===== src/rtl/ifm_regs.svh =====
// Constants for the programming-port mode control block
`ifndef IFM_REGS_SVH
`define IFM_REGS_SVH
// ==========================================
// Link commands
`define IFM_CMD_TEST_WR     8'hF0
`define IFM_CMD_TEST_RD     8'hF1
// ==========================================
// Field positions
`define IFM_CTL_MODE_BIT    7
`define IFM_STAT_MODE_BIT   7
`define IFM_STAT_PROT1_BIT  6
`define IFM_STAT_RWP_BIT    5
`define IFM_STAT_BUSY_BIT   3
`define IFM_TEST_BYPASS_BIT 2
// ==========================================
// Reset values and the test register write mask
`define IFM_CTL_RESET       8'h00
`define IFM_STAT_RESET      8'h00
`define IFM_TEST_RESET      8'h00
`define IFM_TEST_RD_MASK    8'h04
`endif


===== src/rtl/ifm_pkg.sv =====
// Types for the programming-port mode control block
package ifm_pkg;
  typedef enum logic [1:0] {
    IFM_IDLE,
    IFM_WR_DATA,
    IFM_RD_SEND
  } ifm_cmd_state_t;
endpackage


===== src/rtl/ifm_cmd_decode.sv =====
// Command decoder for test register access over the programming link
`timescale 1ns/1ps
`include "ifm_regs.svh"
module ifm_cmd_decode
  import ifm_pkg::*;
(
  input  wire logic       clk,
  input  wire logic       reset_n,
  input  wire logic       rx_valid,
  input  wire logic [7:0] rx_byte,
  output logic            test_wr,
  output logic            test_rd,
  output logic [7:0]      wr_data
);
  ifm_cmd_state_t state_reg, state_next;
  logic           wr_reg, wr_next, rd_reg, rd_next;
  logic [7:0]     data_reg, data_next;

  always_comb begin
    state_next = state_reg;
    wr_next    = 1'b0;
    rd_next    = 1'b0;
    data_next  = data_reg;
    unique case (state_reg)
      IFM_IDLE: begin
        if (rx_valid && rx_byte == `IFM_CMD_TEST_WR) begin
          state_next = IFM_WR_DATA;
        end else if (rx_valid && rx_byte == `IFM_CMD_TEST_RD) begin
          rd_next = 1'b1;
        end
      end
      IFM_WR_DATA: begin
        if (rx_valid) begin
          wr_next    = 1'b1;
          data_next  = rx_byte;
          state_next = IFM_IDLE;
        end
      end
      default: begin
        state_next = IFM_IDLE;
      end
    endcase
  end

  always_ff @(posedge clk) begin
    if (!reset_n) begin
      state_reg <= IFM_IDLE;
      wr_reg    <= 1'b0;
      rd_reg    <= 1'b0;
      data_reg  <= 8'h00;
    end else begin
      state_reg <= state_next;
      wr_reg    <= wr_next;
      rd_reg    <= rd_next;
      data_reg  <= data_next;
    end
  end

  assign test_wr = wr_reg;
  assign test_rd = rd_reg;
  assign wr_data = data_reg;
endmodule


===== src/rtl/ifm_exit_detect.sv =====
// Power-on reset exit-pin watcher
`timescale 1ns/1ps
module ifm_exit_detect (
  input  wire logic clk,
  input  wire logic por_active,
  input  wire logic exit_pin,
  output logic      exit_req
);
  // Tracks whether the pin stayed high over the entire power-on reset
  logic in_por_reg, in_por_next;
  logic held_reg, held_next;
  logic req_reg, req_next;

  always_comb begin
    in_por_next = por_active;
    held_next   = held_reg;
    req_next    = 1'b0;
    if (por_active && !in_por_reg) begin
      held_next = exit_pin;
    end else if (por_active) begin
      held_next = held_reg & exit_pin;
    end
    if (!por_active && in_por_reg) begin
      req_next = held_reg;
    end
  end

  // Not reset by por_active itself; it watches that very reset
  always_ff @(posedge clk) begin
    in_por_reg <= in_por_next;
    held_reg   <= held_next;
    req_reg    <= req_next;
  end

  assign exit_req = req_reg;
endmodule


===== src/rtl/ifm_mode_ctrl.sv =====
// Programming-port mode control and status registers
`timescale 1ns/1ps
`include "ifm_regs.svh"
module ifm_mode_ctrl
  import ifm_pkg::*;
(
  input  wire logic       CLK,
  input  wire logic       RESET_N,
  input  wire logic       POR_ACTIVE,
  input  wire logic       BROWNOUT,
  input  wire logic       ICP_EXIT_PIN,
  input  wire logic       CTL_WR,
  input  wire logic [7:0] CTL_WDATA,
  input  wire logic       STAT_WR,
  input  wire logic [7:0] STAT_WDATA,
  input  wire logic [7:0] OPTION_BYTE1_SHADOW,
  input  wire logic       FLASH_OP_START,
  input  wire logic       FLASH_OP_DONE,
  input  wire logic       RX_VALID,
  input  wire logic [7:0] RX_BYTE,
  output logic            IN_CIRCUIT_PORT_ACTIVE,
  output logic [7:0]      ICP_MODE_CONTROL,
  output logic [7:0]      ICP_STATE_REPORT,
  output logic            CONTROLLER_BYPASS,
  output logic            TX_VALID,
  output logic [7:0]      TX_BYTE
);
  // Positions of the two protect bits inside the option byte shadow
  localparam int PROT1_SRC = 0;
  localparam int RWP_SRC   = 1;

  logic       test_wr, test_rd;
  logic [7:0] test_wdata;
  logic       exit_req;

  // ==========================================
  // Submodules
  ifm_cmd_decode u_dec (
    .clk     (CLK),
    .reset_n (RESET_N),
    .rx_valid(RX_VALID),
    .rx_byte (RX_BYTE),
    .test_wr (test_wr),
    .test_rd (test_rd),
    .wr_data (test_wdata)
  );

  ifm_exit_detect u_exit (
    .clk       (CLK),
    .por_active(POR_ACTIVE),
    .exit_pin  (ICP_EXIT_PIN),
    .exit_req  (exit_req)
  );

  // ==========================================
  // Register state
  logic       icp_reg, icp_next;
  logic [7:0] ctl_reg, ctl_next;
  logic [7:0] stat_reg, stat_next;
  logic [7:0] test_reg, test_next;
  logic       busy_reg, busy_next;
  logic       txv_reg, txv_next;
  logic [7:0] txb_reg, txb_next;

  always_comb begin
    icp_next  = icp_reg;
    ctl_next  = ctl_reg;
    test_next = test_reg;
    busy_next = busy_reg;
    txv_next  = 1'b0;
    txb_next  = txb_reg;
    if (CTL_WR) begin
      // Only the mode bit stores; ones in 6:0 are dropped
      ctl_next = {CTL_WDATA[`IFM_CTL_MODE_BIT], 7'h00};
    end
    if (test_wr) begin
      test_next = test_wdata & `IFM_TEST_RD_MASK;
    end
    if (test_rd) begin
      txv_next = 1'b1;
      txb_next = test_reg;
    end
    // Start beats done so a back-to-back start is not lost
    if (FLASH_OP_DONE) begin
      busy_next = 1'b0;
    end
    if (FLASH_OP_START) begin
      busy_next = 1'b1;
    end
    if (exit_req || BROWNOUT) begin
      icp_next  = 1'b0;
      ctl_next  = 8'h00;
      test_next = `IFM_TEST_RESET;
    end
    stat_next = 8'h00;
    stat_next[`IFM_STAT_MODE_BIT]  = ctl_next[`IFM_CTL_MODE_BIT];
    stat_next[`IFM_STAT_PROT1_BIT] = OPTION_BYTE1_SHADOW[PROT1_SRC];
    stat_next[`IFM_STAT_RWP_BIT]   = OPTION_BYTE1_SHADOW[RWP_SRC];
    stat_next[`IFM_STAT_BUSY_BIT]  = busy_next;
  end

  // Brownout also clears test mode; port entry comes only from RESET_N, which loads icp_reg with 1
  always_ff @(posedge CLK) begin
    if (!RESET_N) begin
      icp_reg  <= 1'b1;
      ctl_reg  <= `IFM_CTL_RESET;
      stat_reg <= `IFM_STAT_RESET;
      test_reg <= `IFM_TEST_RESET;
      busy_reg <= 1'b0;
      txv_reg  <= 1'b0;
      txb_reg  <= 8'h00;
    end else begin
      icp_reg  <= icp_next;
      ctl_reg  <= ctl_next;
      stat_reg <= stat_next;
      test_reg <= test_next;
      busy_reg <= busy_next;
      txv_reg  <= txv_next;
      txb_reg  <= txb_next;
    end
  end

  assign IN_CIRCUIT_PORT_ACTIVE = icp_reg;
  assign ICP_MODE_CONTROL       = ctl_reg;
  assign ICP_STATE_REPORT       = stat_reg;
  assign CONTROLLER_BYPASS      = test_reg[`IFM_TEST_BYPASS_BIT];
  assign TX_VALID               = txv_reg;
  assign TX_BYTE                = txb_reg;

  // ==========================================
  // Checks
  chk_mode_write: assert property (@(posedge CLK) disable iff (!RESET_N)
    CTL_WR && !BROWNOUT && !exit_req |=> ICP_MODE_CONTROL[7] == $past(CTL_WDATA[7]))
    else $error("Mode bit did not follow write");
  chk_ctl_low_zero: assert property (@(posedge CLK) disable iff (!RESET_N)
    ICP_MODE_CONTROL[6:0] == 7'h00)
    else $error("Control low bits not zero");
  chk_stat_mode: assert property (@(posedge CLK) disable iff (!RESET_N)
    ICP_STATE_REPORT[7] == ICP_MODE_CONTROL[7])
    else $error("Status mode bit mismatch");
  chk_stat_prot: assert property (@(posedge CLK) disable iff (!RESET_N)
    ##1 ICP_STATE_REPORT[6] == $past(OPTION_BYTE1_SHADOW[0]))
    else $error("Protect bit not shown");
  chk_stat_rwp: assert property (@(posedge CLK) disable iff (!RESET_N)
    ##1 ICP_STATE_REPORT[5] == $past(OPTION_BYTE1_SHADOW[1]))
    else $error("Read/write protect bit not shown");
  chk_busy_set: assert property (@(posedge CLK) disable iff (!RESET_N)
    FLASH_OP_START |=> ICP_STATE_REPORT[3])
    else $error("Busy not set on start");
  chk_busy_clear: assert property (@(posedge CLK) disable iff (!RESET_N)
    FLASH_OP_DONE && !FLASH_OP_START |=> !ICP_STATE_REPORT[3])
    else $error("Busy not cleared on done");
  chk_test_write: assert property (@(posedge CLK) disable iff (!RESET_N)
    RX_VALID && RX_BYTE == 8'hF0 && u_dec.state_reg == IFM_IDLE ##1 !RX_VALID ##1
    RX_VALID ##1 !BROWNOUT && !exit_req |=>
    CONTROLLER_BYPASS == $past(RX_BYTE[2], 2))
    else $error("Test write not stored");
  chk_test_read: assert property (@(posedge CLK) disable iff (!RESET_N)
    RX_VALID && RX_BYTE == 8'hF1 && u_dec.state_reg == IFM_IDLE |=>
    ##1 TX_VALID && TX_BYTE == $past(test_reg))
    else $error("Test read not answered");
  chk_test_resv: assert property (@(posedge CLK) disable iff (!RESET_N)
    (test_reg & 8'hFB) == 8'h00)
    else $error("Test reserved bits nonzero");
  chk_brownout: assert property (@(posedge CLK) disable iff (!RESET_N)
    BROWNOUT |=> !IN_CIRCUIT_PORT_ACTIVE && !ICP_MODE_CONTROL[7])
    else $error("Brownout did not exit");
  chk_por_exit: assert property (@(posedge CLK) disable iff (!RESET_N)
    exit_req |=> !IN_CIRCUIT_PORT_ACTIVE && !ICP_MODE_CONTROL[7] && !CONTROLLER_BYPASS)
    else $error("Power-on exit did not leave mode");
  chk_stat_nowr: assert property (@(posedge CLK) disable iff (!RESET_N)
    STAT_WR |=> (ICP_STATE_REPORT & 8'h17) == 8'h00)
    else $error("Status write had effect");

  cov_mode_on: cover property (@(posedge CLK) CTL_WR && CTL_WDATA[7]);
  cov_bypass: cover property (@(posedge CLK) test_wr && test_wdata[2]);
  cov_read: cover property (@(posedge CLK) TX_VALID);
  cov_busy: cover property (@(posedge CLK) FLASH_OP_START ##[1:20] FLASH_OP_DONE);
endmodule


===== config.mk =====
export PLATFORM = sky130hd
export DESIGN_NAME = ifm_mode_ctrl
export DESIGN_NICKNAME = d
export VERILOG_FILES = /design/src/rtl/ifm_pkg.sv /design/src/rtl/ifm_cmd_decode.sv /design/src/rtl/ifm_exit_detect.sv /design/src/rtl/ifm_mode_ctrl.sv
export VERILOG_INCLUDE_DIRS = /design/src /design/src/rtl
export SDC_FILE = /design/constraint.sdc
export NUM_CORES = 1
export LEC_CHECK = 0
export ABC_AREA = 1
export BUFFER_PORTS_ARGS = -buffer_cell sky130_fd_sc_hd__buf_2
export CORE_MARGIN = 8
export CORE_UTILIZATION = 34
export CTS_CLUSTER_DIAMETER = 60
export DETAILED_ROUTE_END_ITERATION = 10
export PLACE_DENSITY = 0.76
export RECOVER_POWER = 25
export SYNTH_ARGS = -nofsm -noshare
export SYNTH_HDL_FRONTEND = slang
export SYNTH_SLANG_ARGS = --single-unit

===== constraint.sdc =====
create_clock -name CLK -period 0.95 [get_ports CLK]
set_input_delay 0.095 -clock CLK [delete_from_list [all_inputs] [get_ports CLK]]
set_output_delay 0.095 -clock CLK [all_outputs]
set_load 0.02 [all_outputs]

==> impl_results.md, run 1 <==
- Status: finished, final reports clean
- Worst r2r src: u_dec.state_reg[0]$_SDFFE_PN0P_
- Starting Density: 35.4%
- CTS Buf Count: 3
- Power per Cell Area: 1450 nW/µm²
- Crit start category: input port
- R2r setup slk: 0.15 ns
- Slowest stage delay, CP: 0.53 ns
- Hold endpoint: ICP_STATE_REPORT[3]$_SDFF_PN0_
- Post-CTS Repair Setup Buffers: 0
- Final TNS setup: 0 ns
- # port buffers: 28
- Die Width: 61.0 µm
- Worst Setup SP: POR_ACTIVE
- Worst reg2reg path depth: 4
- Core area: 1940 µm²
- HPWL Detailed: 1110 µm
- R2R Path End: u_dec.wr_data[2]$_SDFFE_PN0P_
- Sw Ratio: 26.6%
- Arr. time, crit path: 0.91 ns
- Clk_lat worst skew: 0.28 ns
- Clock power frac: 28.9%
- Syn avg cell area: 8.10 µm²
- Commonest cells after routing, fill and taps aside: 26 x buf_2, 18 x conb_1, 15 x nand2_1, 13 x dfxtp_1, 10 x inv_1
- Layout area overhead: 20.2%
- Placed cells: 135
- Vias in the first global route: 578
- Skew final: 0.00493 ns
- TritonCTS clock tree: yes
- Final-report hold violation count: 0
- Clock buffer depth: 2
- Final Setup Violations: 0
- Synth Cell Area: 688 µm²
- Tot GR Track Use: 8.45%
- Post-Route WL: 1350 µm
- Share of power burned in registers: 55.1%
- Critical path fanouts, max: 4
- Fmax: 1130 MHz
- DR pass1 iterations: 4
- Post-layout util: 42.6%
- Leak pwr: 0.458 nW
- Internal power: 0.000879 W
- First-pass GRT wire length: 2280 µm
- Clock root buffer: clkbuf_4
- Routed wire per std cell: 9.50 µm
- DRT iter0 DRCs: 19
- Final nets: 158
- CTS clk-pin slew, worst paths: 0.08 ns
- Max-slew violation count: 0
- Critical path's slowest cell: dlygate4sd3_1
- Min cycle time layout: 0.885 ns
- WHS Path Cells: 3
- Post-synthesis sequential area ratio: 45.1%
- Antenna fix cells: 0
- Synth Warn #: 0
- Grt ovf: 0
- CP Capture Type: register
- Max IR drop VDD: 0.000426 V
- Clock Sinks: 15
- Net Sw Power: 0.000318 W
- Cell row count: 16
- Post-synthesis cell count: 85
- RePlAce Congestion: 0.741
- Delay-heaviest family, CP: buffers and inverters
- IO Pins: 69
- Final Non-Filler Cells: 142
- Drt drc: 0
- WS Path Type: input port to register
- Routed vias: 537
- Worst hold start: FLASH_OP_START
- Yosys reg bits: 15
- H-tree depth: 1
- Vias/cell: 3.78
- Layout cells sized above 1: 32.2%
- Max cap viols: 0
- Max reg flops: 4
- Distinct cells, synth: 18
- DP Worst Slack: 0.159 ns
- Largest net degree at the start of global routing: 9
- Post-route ant nets: 0
- Most common cell after layout, fill and taps aside: buf_2
- Die height: 61.0 µm
- Total power: 0.00120 W
- Die area: 3720 µm²
- Hold Crit Class: input port to register
- Post-route clock period utilization: 93.1%
- Comb power frac: 15.9%
- Crit path buf inv count: 2
- PnR worst setup slack: 0.0654 ns
- Critical-path cell list: dlygate4sd3_1, buf_2, nand2_1, a21boi_0
- Worst EP required: 0.97 ns
- RSZ-0062 raised after global routing: false
- Initial antenna violation count: 0
-- final cells by class --
type	instances	area [µm²]
clock buffers	4	26.3
fillers	210	1110
inverters	12	45.0
multi-input cells	53	235
flip-flops and latches	15	312
well taps	27	33.8
repair buffers	31	175
-- power groups by stage --
stage	Sequential (W)	Combinational, W	Clock [W]
CTS	0.000660	0.000187	0.000361
global placement	0.000674	0.000174	0
finish	0.000660	0.000190	0.000346
global route	0.000663	0.000212	0.000402
detailed placement	0.000675	0.000177	0
floorplan	0.000687	0.000171	0
-- worst min-delay path, delay by kind of cell --
family / cells / cell delay, ns
AO/OA/AOI/OAI: 1 / 0.03
buffers and inverters: 1 / 0.07
AND/OR/NAND/NOR: 1 / 0.06
-- synthesized netlist by cell type (all sizes together) --
cell type	number	area (µm²)
nand2	15	56.3
edfxtp	1	30.0
a21oi	5	32.5
mux2i	1	10.0
nand4	1	6.26
inv	12	45.1
conb	1	3.75
o21ai	2	10.0
nor2	8	30.0
dfxtp	14	280
nor3	2	15.0
clkbuf	1	3.75
buf	21	158
a21boi	1	7.51
-- metrics by stage --
| stage | area, µm² | hold slack (ns) |
|---|---|---|
| 2_1_floorplan | 752 | 0.123 |
| 3_3_place_gp | 764 | 0.244 |
| 3_5_place_dp | 764 | 0.250 |
| 4_1_cts | 821 | 0.0205 |
| 5_1_grt | 827 | 0.0217 |
| 6_report | 827 | 0.0226 |
-- worst max-delay path by stage --
stage,to,slack [ns],cells past startpoint
floorplan,test_reg[2]$_SDFFE_PP0P_,0.21,4
global placement,u_dec.wr_data[2]$_SDFFE_PN0P_,0.20,4
detailed placement,u_dec.wr_data[2]$_SDFFE_PN0P_,0.16,4
CTS,ICP_STATE_REPORT[7],0.05,1
global route,TX_BYTE[2],0.02,1
finish,u_exit.held_reg$_DFFE_PP_,0.07,4
-- layer usage --
layer / track usage [%] / wire length, µm / up-vias
li1: - / - / 278
met1: 8.78 / 583 / 219
met2: 12.5 / 539 / 35
met3: 3.60 / 180 / 5
met4: 7.97 / 46 / 0
met5: 0 / 0 / -
-- kinds of logic after synthesis --
logic type	share of synthesized area [%]
AO/OA/AOI/OAI	7.27
buffers and inverters	30.0
other	0.545
flip-flops	45.1
AND/OR/NAND/NOR	15.6
multiplexers	1.45
-- what timing repair did --
item / in CTS / in global routing
gates resized for setup: 0 / 3
hold buffers: 3 / 0
hold endpoints to repair: 3 / 0
setup endpoints to repair: 0 / 2
No activity file was read; power rests on OpenSTA's default activity.
==> run 2, diff against run 1 <==
ABC_AREA = not set   (was 1)
==> impl_results.md, run 2 <==
- Status: finished, final reports clean
- Max-slew violation count: 0 (unchanged)
- Initial antenna violation count: 0 (unchanged)
- Critical path fanouts, max: 3 (-1)
- Layout cells sized above 1: 35.1% (+2.9 points)
- Post-synthesis sequential area ratio: 45.6% (+0.50 points)
- Die height: 60.7 µm (-0.41%)
- Crit path buf inv count: 1 (-1)
- Worst hold start: OPTION_BYTE1_SHADOW[1]
- Die area: 3690 µm² (-0.82%)
- Final Non-Filler Cells: 124 (-13%)
- Worst r2r src: u_exit.exit_req$_SDFF_PN0_
- RSZ-0062 raised after global routing: true
- CP Capture Type: output pin
- Hold Crit Class: input port to register
- Die Width: 60.7 µm (-0.41%)
- Post-synthesis mux area share: 4.41% (+3.0 points)
- PnR worst setup slack: 0.0493 ns (-0.0161 ns)
- Synth Cell Area: 681 µm² (-1.1%)
- R2r setup slk: 0.10 ns (-0.05 ns)
- Clk_lat worst skew: 0.28 ns (about the same)
- Drt drc: 0 (unchanged)
- Syn avg cell area: 10.2 µm² (+25%)
- Skew final: 0.000411 ns (-0.00452 ns)
- Grt ovf: 0 (unchanged)
- Antenna fix cells: 0 (unchanged)
- Core area: 1920 µm² (-1.0%)
- Synth Flop Type: dfxtp_1
- Yosys reg bits: 15 (unchanged)
- Post-Route WL: 1390 µm (+2.8%)
- Min cycle time layout: 0.901 ns (+0.0161 ns)
- Synth top area share: 41.2% (+0.45 points)
- Synth cell count leaders: 20 x buf_4, 14 x dfxtp_1
- Clock buffer depth: 2 (unchanged)
- Slowest stage delay, CP: 0.35 ns (-0.18 ns)
- Largest net degree at the start of global routing: 10 (+1)
- Routed wire per std cell: 11.2 µm (+18%)
- Final-report hold violation count: 0 (unchanged)
- Worst EP required: 0.85 ns (-0.12 ns)
- Crit start category: register
- Post-route ant nets: 0 (unchanged)
- Clock root buffer: clkbuf_4
- Post-synthesis cell count: 67 (-21%)
- Max reg flops: 4 (unchanged)
- Routed vias: 497 (-7.4%)
- CP Depth: 1 (-3)
- First-pass GRT wire length: 2130 µm (-6.6%)
- Post-CTS Repair Setup Buffers: 0 (unchanged)
- Hold endpoint: ICP_STATE_REPORT[5]$_SDFF_PN0_
- Post-route clock period utilization: 94.8% (+1.7 points)
- Synth Area in Compound Gates: 7.35% (+0.080 points)
- WS Path Type: register to output pin
- DRT iter0 DRCs: 11 (-8)
- Post-route cell area: 813 µm² (-1.7%)
- HPWL Detailed: 1180 µm (+6.5%)
- Final Setup Violations: 0 (unchanged)
- Cell row count: 16 (unchanged)
- Clock Sinks: 15 (unchanged)
- IO Pins: 69 (unchanged)
- Distinct cells, synth: 24 (+6)
- DP Worst Slack: 0.0497 ns (-0.110 ns)
- Number of synthesized flops with an enable pin: 1 (unchanged)
- WHS Path Cells: 2 (-1)
- Critical-path cell list: buf_2
- Final hold slack: 0.0250 ns (+0.00247 ns)
- R2R Path End: ICP_STATE_REPORT[7]$_SDFFE_PP0P_
- H-tree depth: 1 (unchanged)
- Vias in the first global route: 548 (-5.2%)
- CTS Buf Count: 3 (unchanged)
- DP Area: 768 µm² (+0.49%)
- RePlAce Congestion: 0.639 (-14%)
- CTS clk-pin slew, worst paths: 0.09 ns (about the same)
- Synth Warn #: 0 (unchanged)
- Leak pwr: 0.398 nW (-13%)
- # port buffers: 28 (unchanged)
- Most common cell after layout, fill and taps aside: buf_2
- Top cell type by total area after synthesis: dfxtp_1
- Commonest cells after routing, fill and taps aside: 26 x buf_2, 18 x conb_1, 14 x dfxtp_1
- TritonCTS clock tree: yes
- Vias/cell: 4.01 (+6.0%)
- Post-synthesis xor/xnor area fraction: 0% (unchanged)
- Placed cells: 118 (-13%)
- Ranking of synthesized cells by area: dfxtp_1 41%, buf_4 22%, mux2i_1 4.4%, edfxtp_1 4.4%, o21a_1 3.3%
- Asr flop ratio synth: 0% (unchanged)
- Layout area overhead: 19.5%
- Post-Synth Adder-Cell Area: 0% (unchanged)
- Simple-gate share of the synthesized area: 18.4% (+2.7 points)
- DR pass1 iterations: 2 (-2)
- Max IR drop VDD: 0.000515 V (+21%)
- Fmax: 1110 MHz (-1.8%)
- Critical path's slowest cell: dfxtp_1
- Tot GR Track Use: 7.52% (-0.93 points)
- Count leader, synth: buf_4
- Final nets: 140 (-11%)
- Starting Density: 35.4% (about the same)
- Delay-heaviest family, CP: flip-flops
- Power per Cell Area: 1470 nW/µm² (+1.9%)
- Max cap viols: 0 (unchanged)
- Worst reg2reg path depth: 2 (-2)
- Main combinational cell family by area after synthesis: buffers and inverters
- Arr. time, crit path: 0.81 ns (-0.10 ns)
-- run 2: changes by cell type after synthesis, sizes merged, moves of 3 or more --
| cell | previous run | this run |
|---|---|---|
| a21oi | 5 | 0 |
| nand2 | 15 | 1 |
| and2 | 0 | 3 |
| inv | 12 | 1 |
| o21a | 0 | 3 |
| nor2 | 8 | 3 |
| nor2b | 0 | 3 |
-- run 2: logic make-up (layout without fill, tap and decap cells) --
group	after synthesis	count (layout)
buffers and inverters	23	36
other	1	18
AOI/OAI and AO/OA	6	6
DFF	15	15
muxes	3	3
and+or+nand+nor	19	19
-- run 2: how the worst max path moves through the flow --
| stage | start | end | slack [ns] |
|---|---|---|---|
| floorplan | u_exit.exit_req$_SDFF_PN0_ | ICP_STATE_REPORT[7]$_SDFFE_PP0P_ | 0.16 |
| global placement | RX_BYTE[2] | u_dec.state_reg[0]$_SDFFE_PN0P_ | 0.07 |
| detailed placement | RX_BYTE[2] | u_dec.state_reg[0]$_SDFFE_PN0P_ | 0.05 |
| CTS | test_reg[2]$_SDFFE_PP0P_ | CONTROLLER_BYPASS | 0.02 |
| global route | ICP_STATE_REPORT[7]$_SDFFE_PP0P_ | ICP_MODE_CONTROL[7] | -0.003 |
| finish | ICP_STATE_REPORT[7]$_SDFFE_PP0P_ | ICP_MODE_CONTROL[7] | 0.05 |
-- run 2: power breakdown --
group	internal, W	switching, W	leakage (nW)
logic	0.0000611	0.000121	0.255
registers	0.000654	0.00000758	0.125
clock network	0.000156	0.000199	0.0177
-- run 2: per-layer routing --
layer  up-vias  track usage, %  routed length [µm]
met5         -               0                   0
met4         0            3.99                   8
met3         2            3.18                 199
met2        30            11.9                 641
met1       221            8.35                 538
li1        244               -                   -
-- run 2: layout make-up --
class / instances / area (µm²)
multi-input cells: 46 / 273
fillers: 216 / 1110
flip-flops and latches: 15 / 310
inverters: 1 / 3.75
repair buffers: 31 / 165
clock buffers: 3 / 22.5
well taps: 27 / 33.8
clock inverters: 1 / 5.00
-- run 2: repair_timing --
item	4_1_cts	5_1_grt
hold buffers	2	0
endpoints found under the hold margin	3	0
endpoints found under the setup margin	0	2
resized for setup	0	1
-- run 2: through the flow --
stage               TNS [ns]  total power, W  util [%]
detailed placement         0        0.000854      40.0
finish                     0         0.00120      42.3
CTS                        0         0.00121      42.4
global route        -0.00345         0.00126      42.3
global placement           0        0.000848      40.0
floorplan                  0        0.000851         -
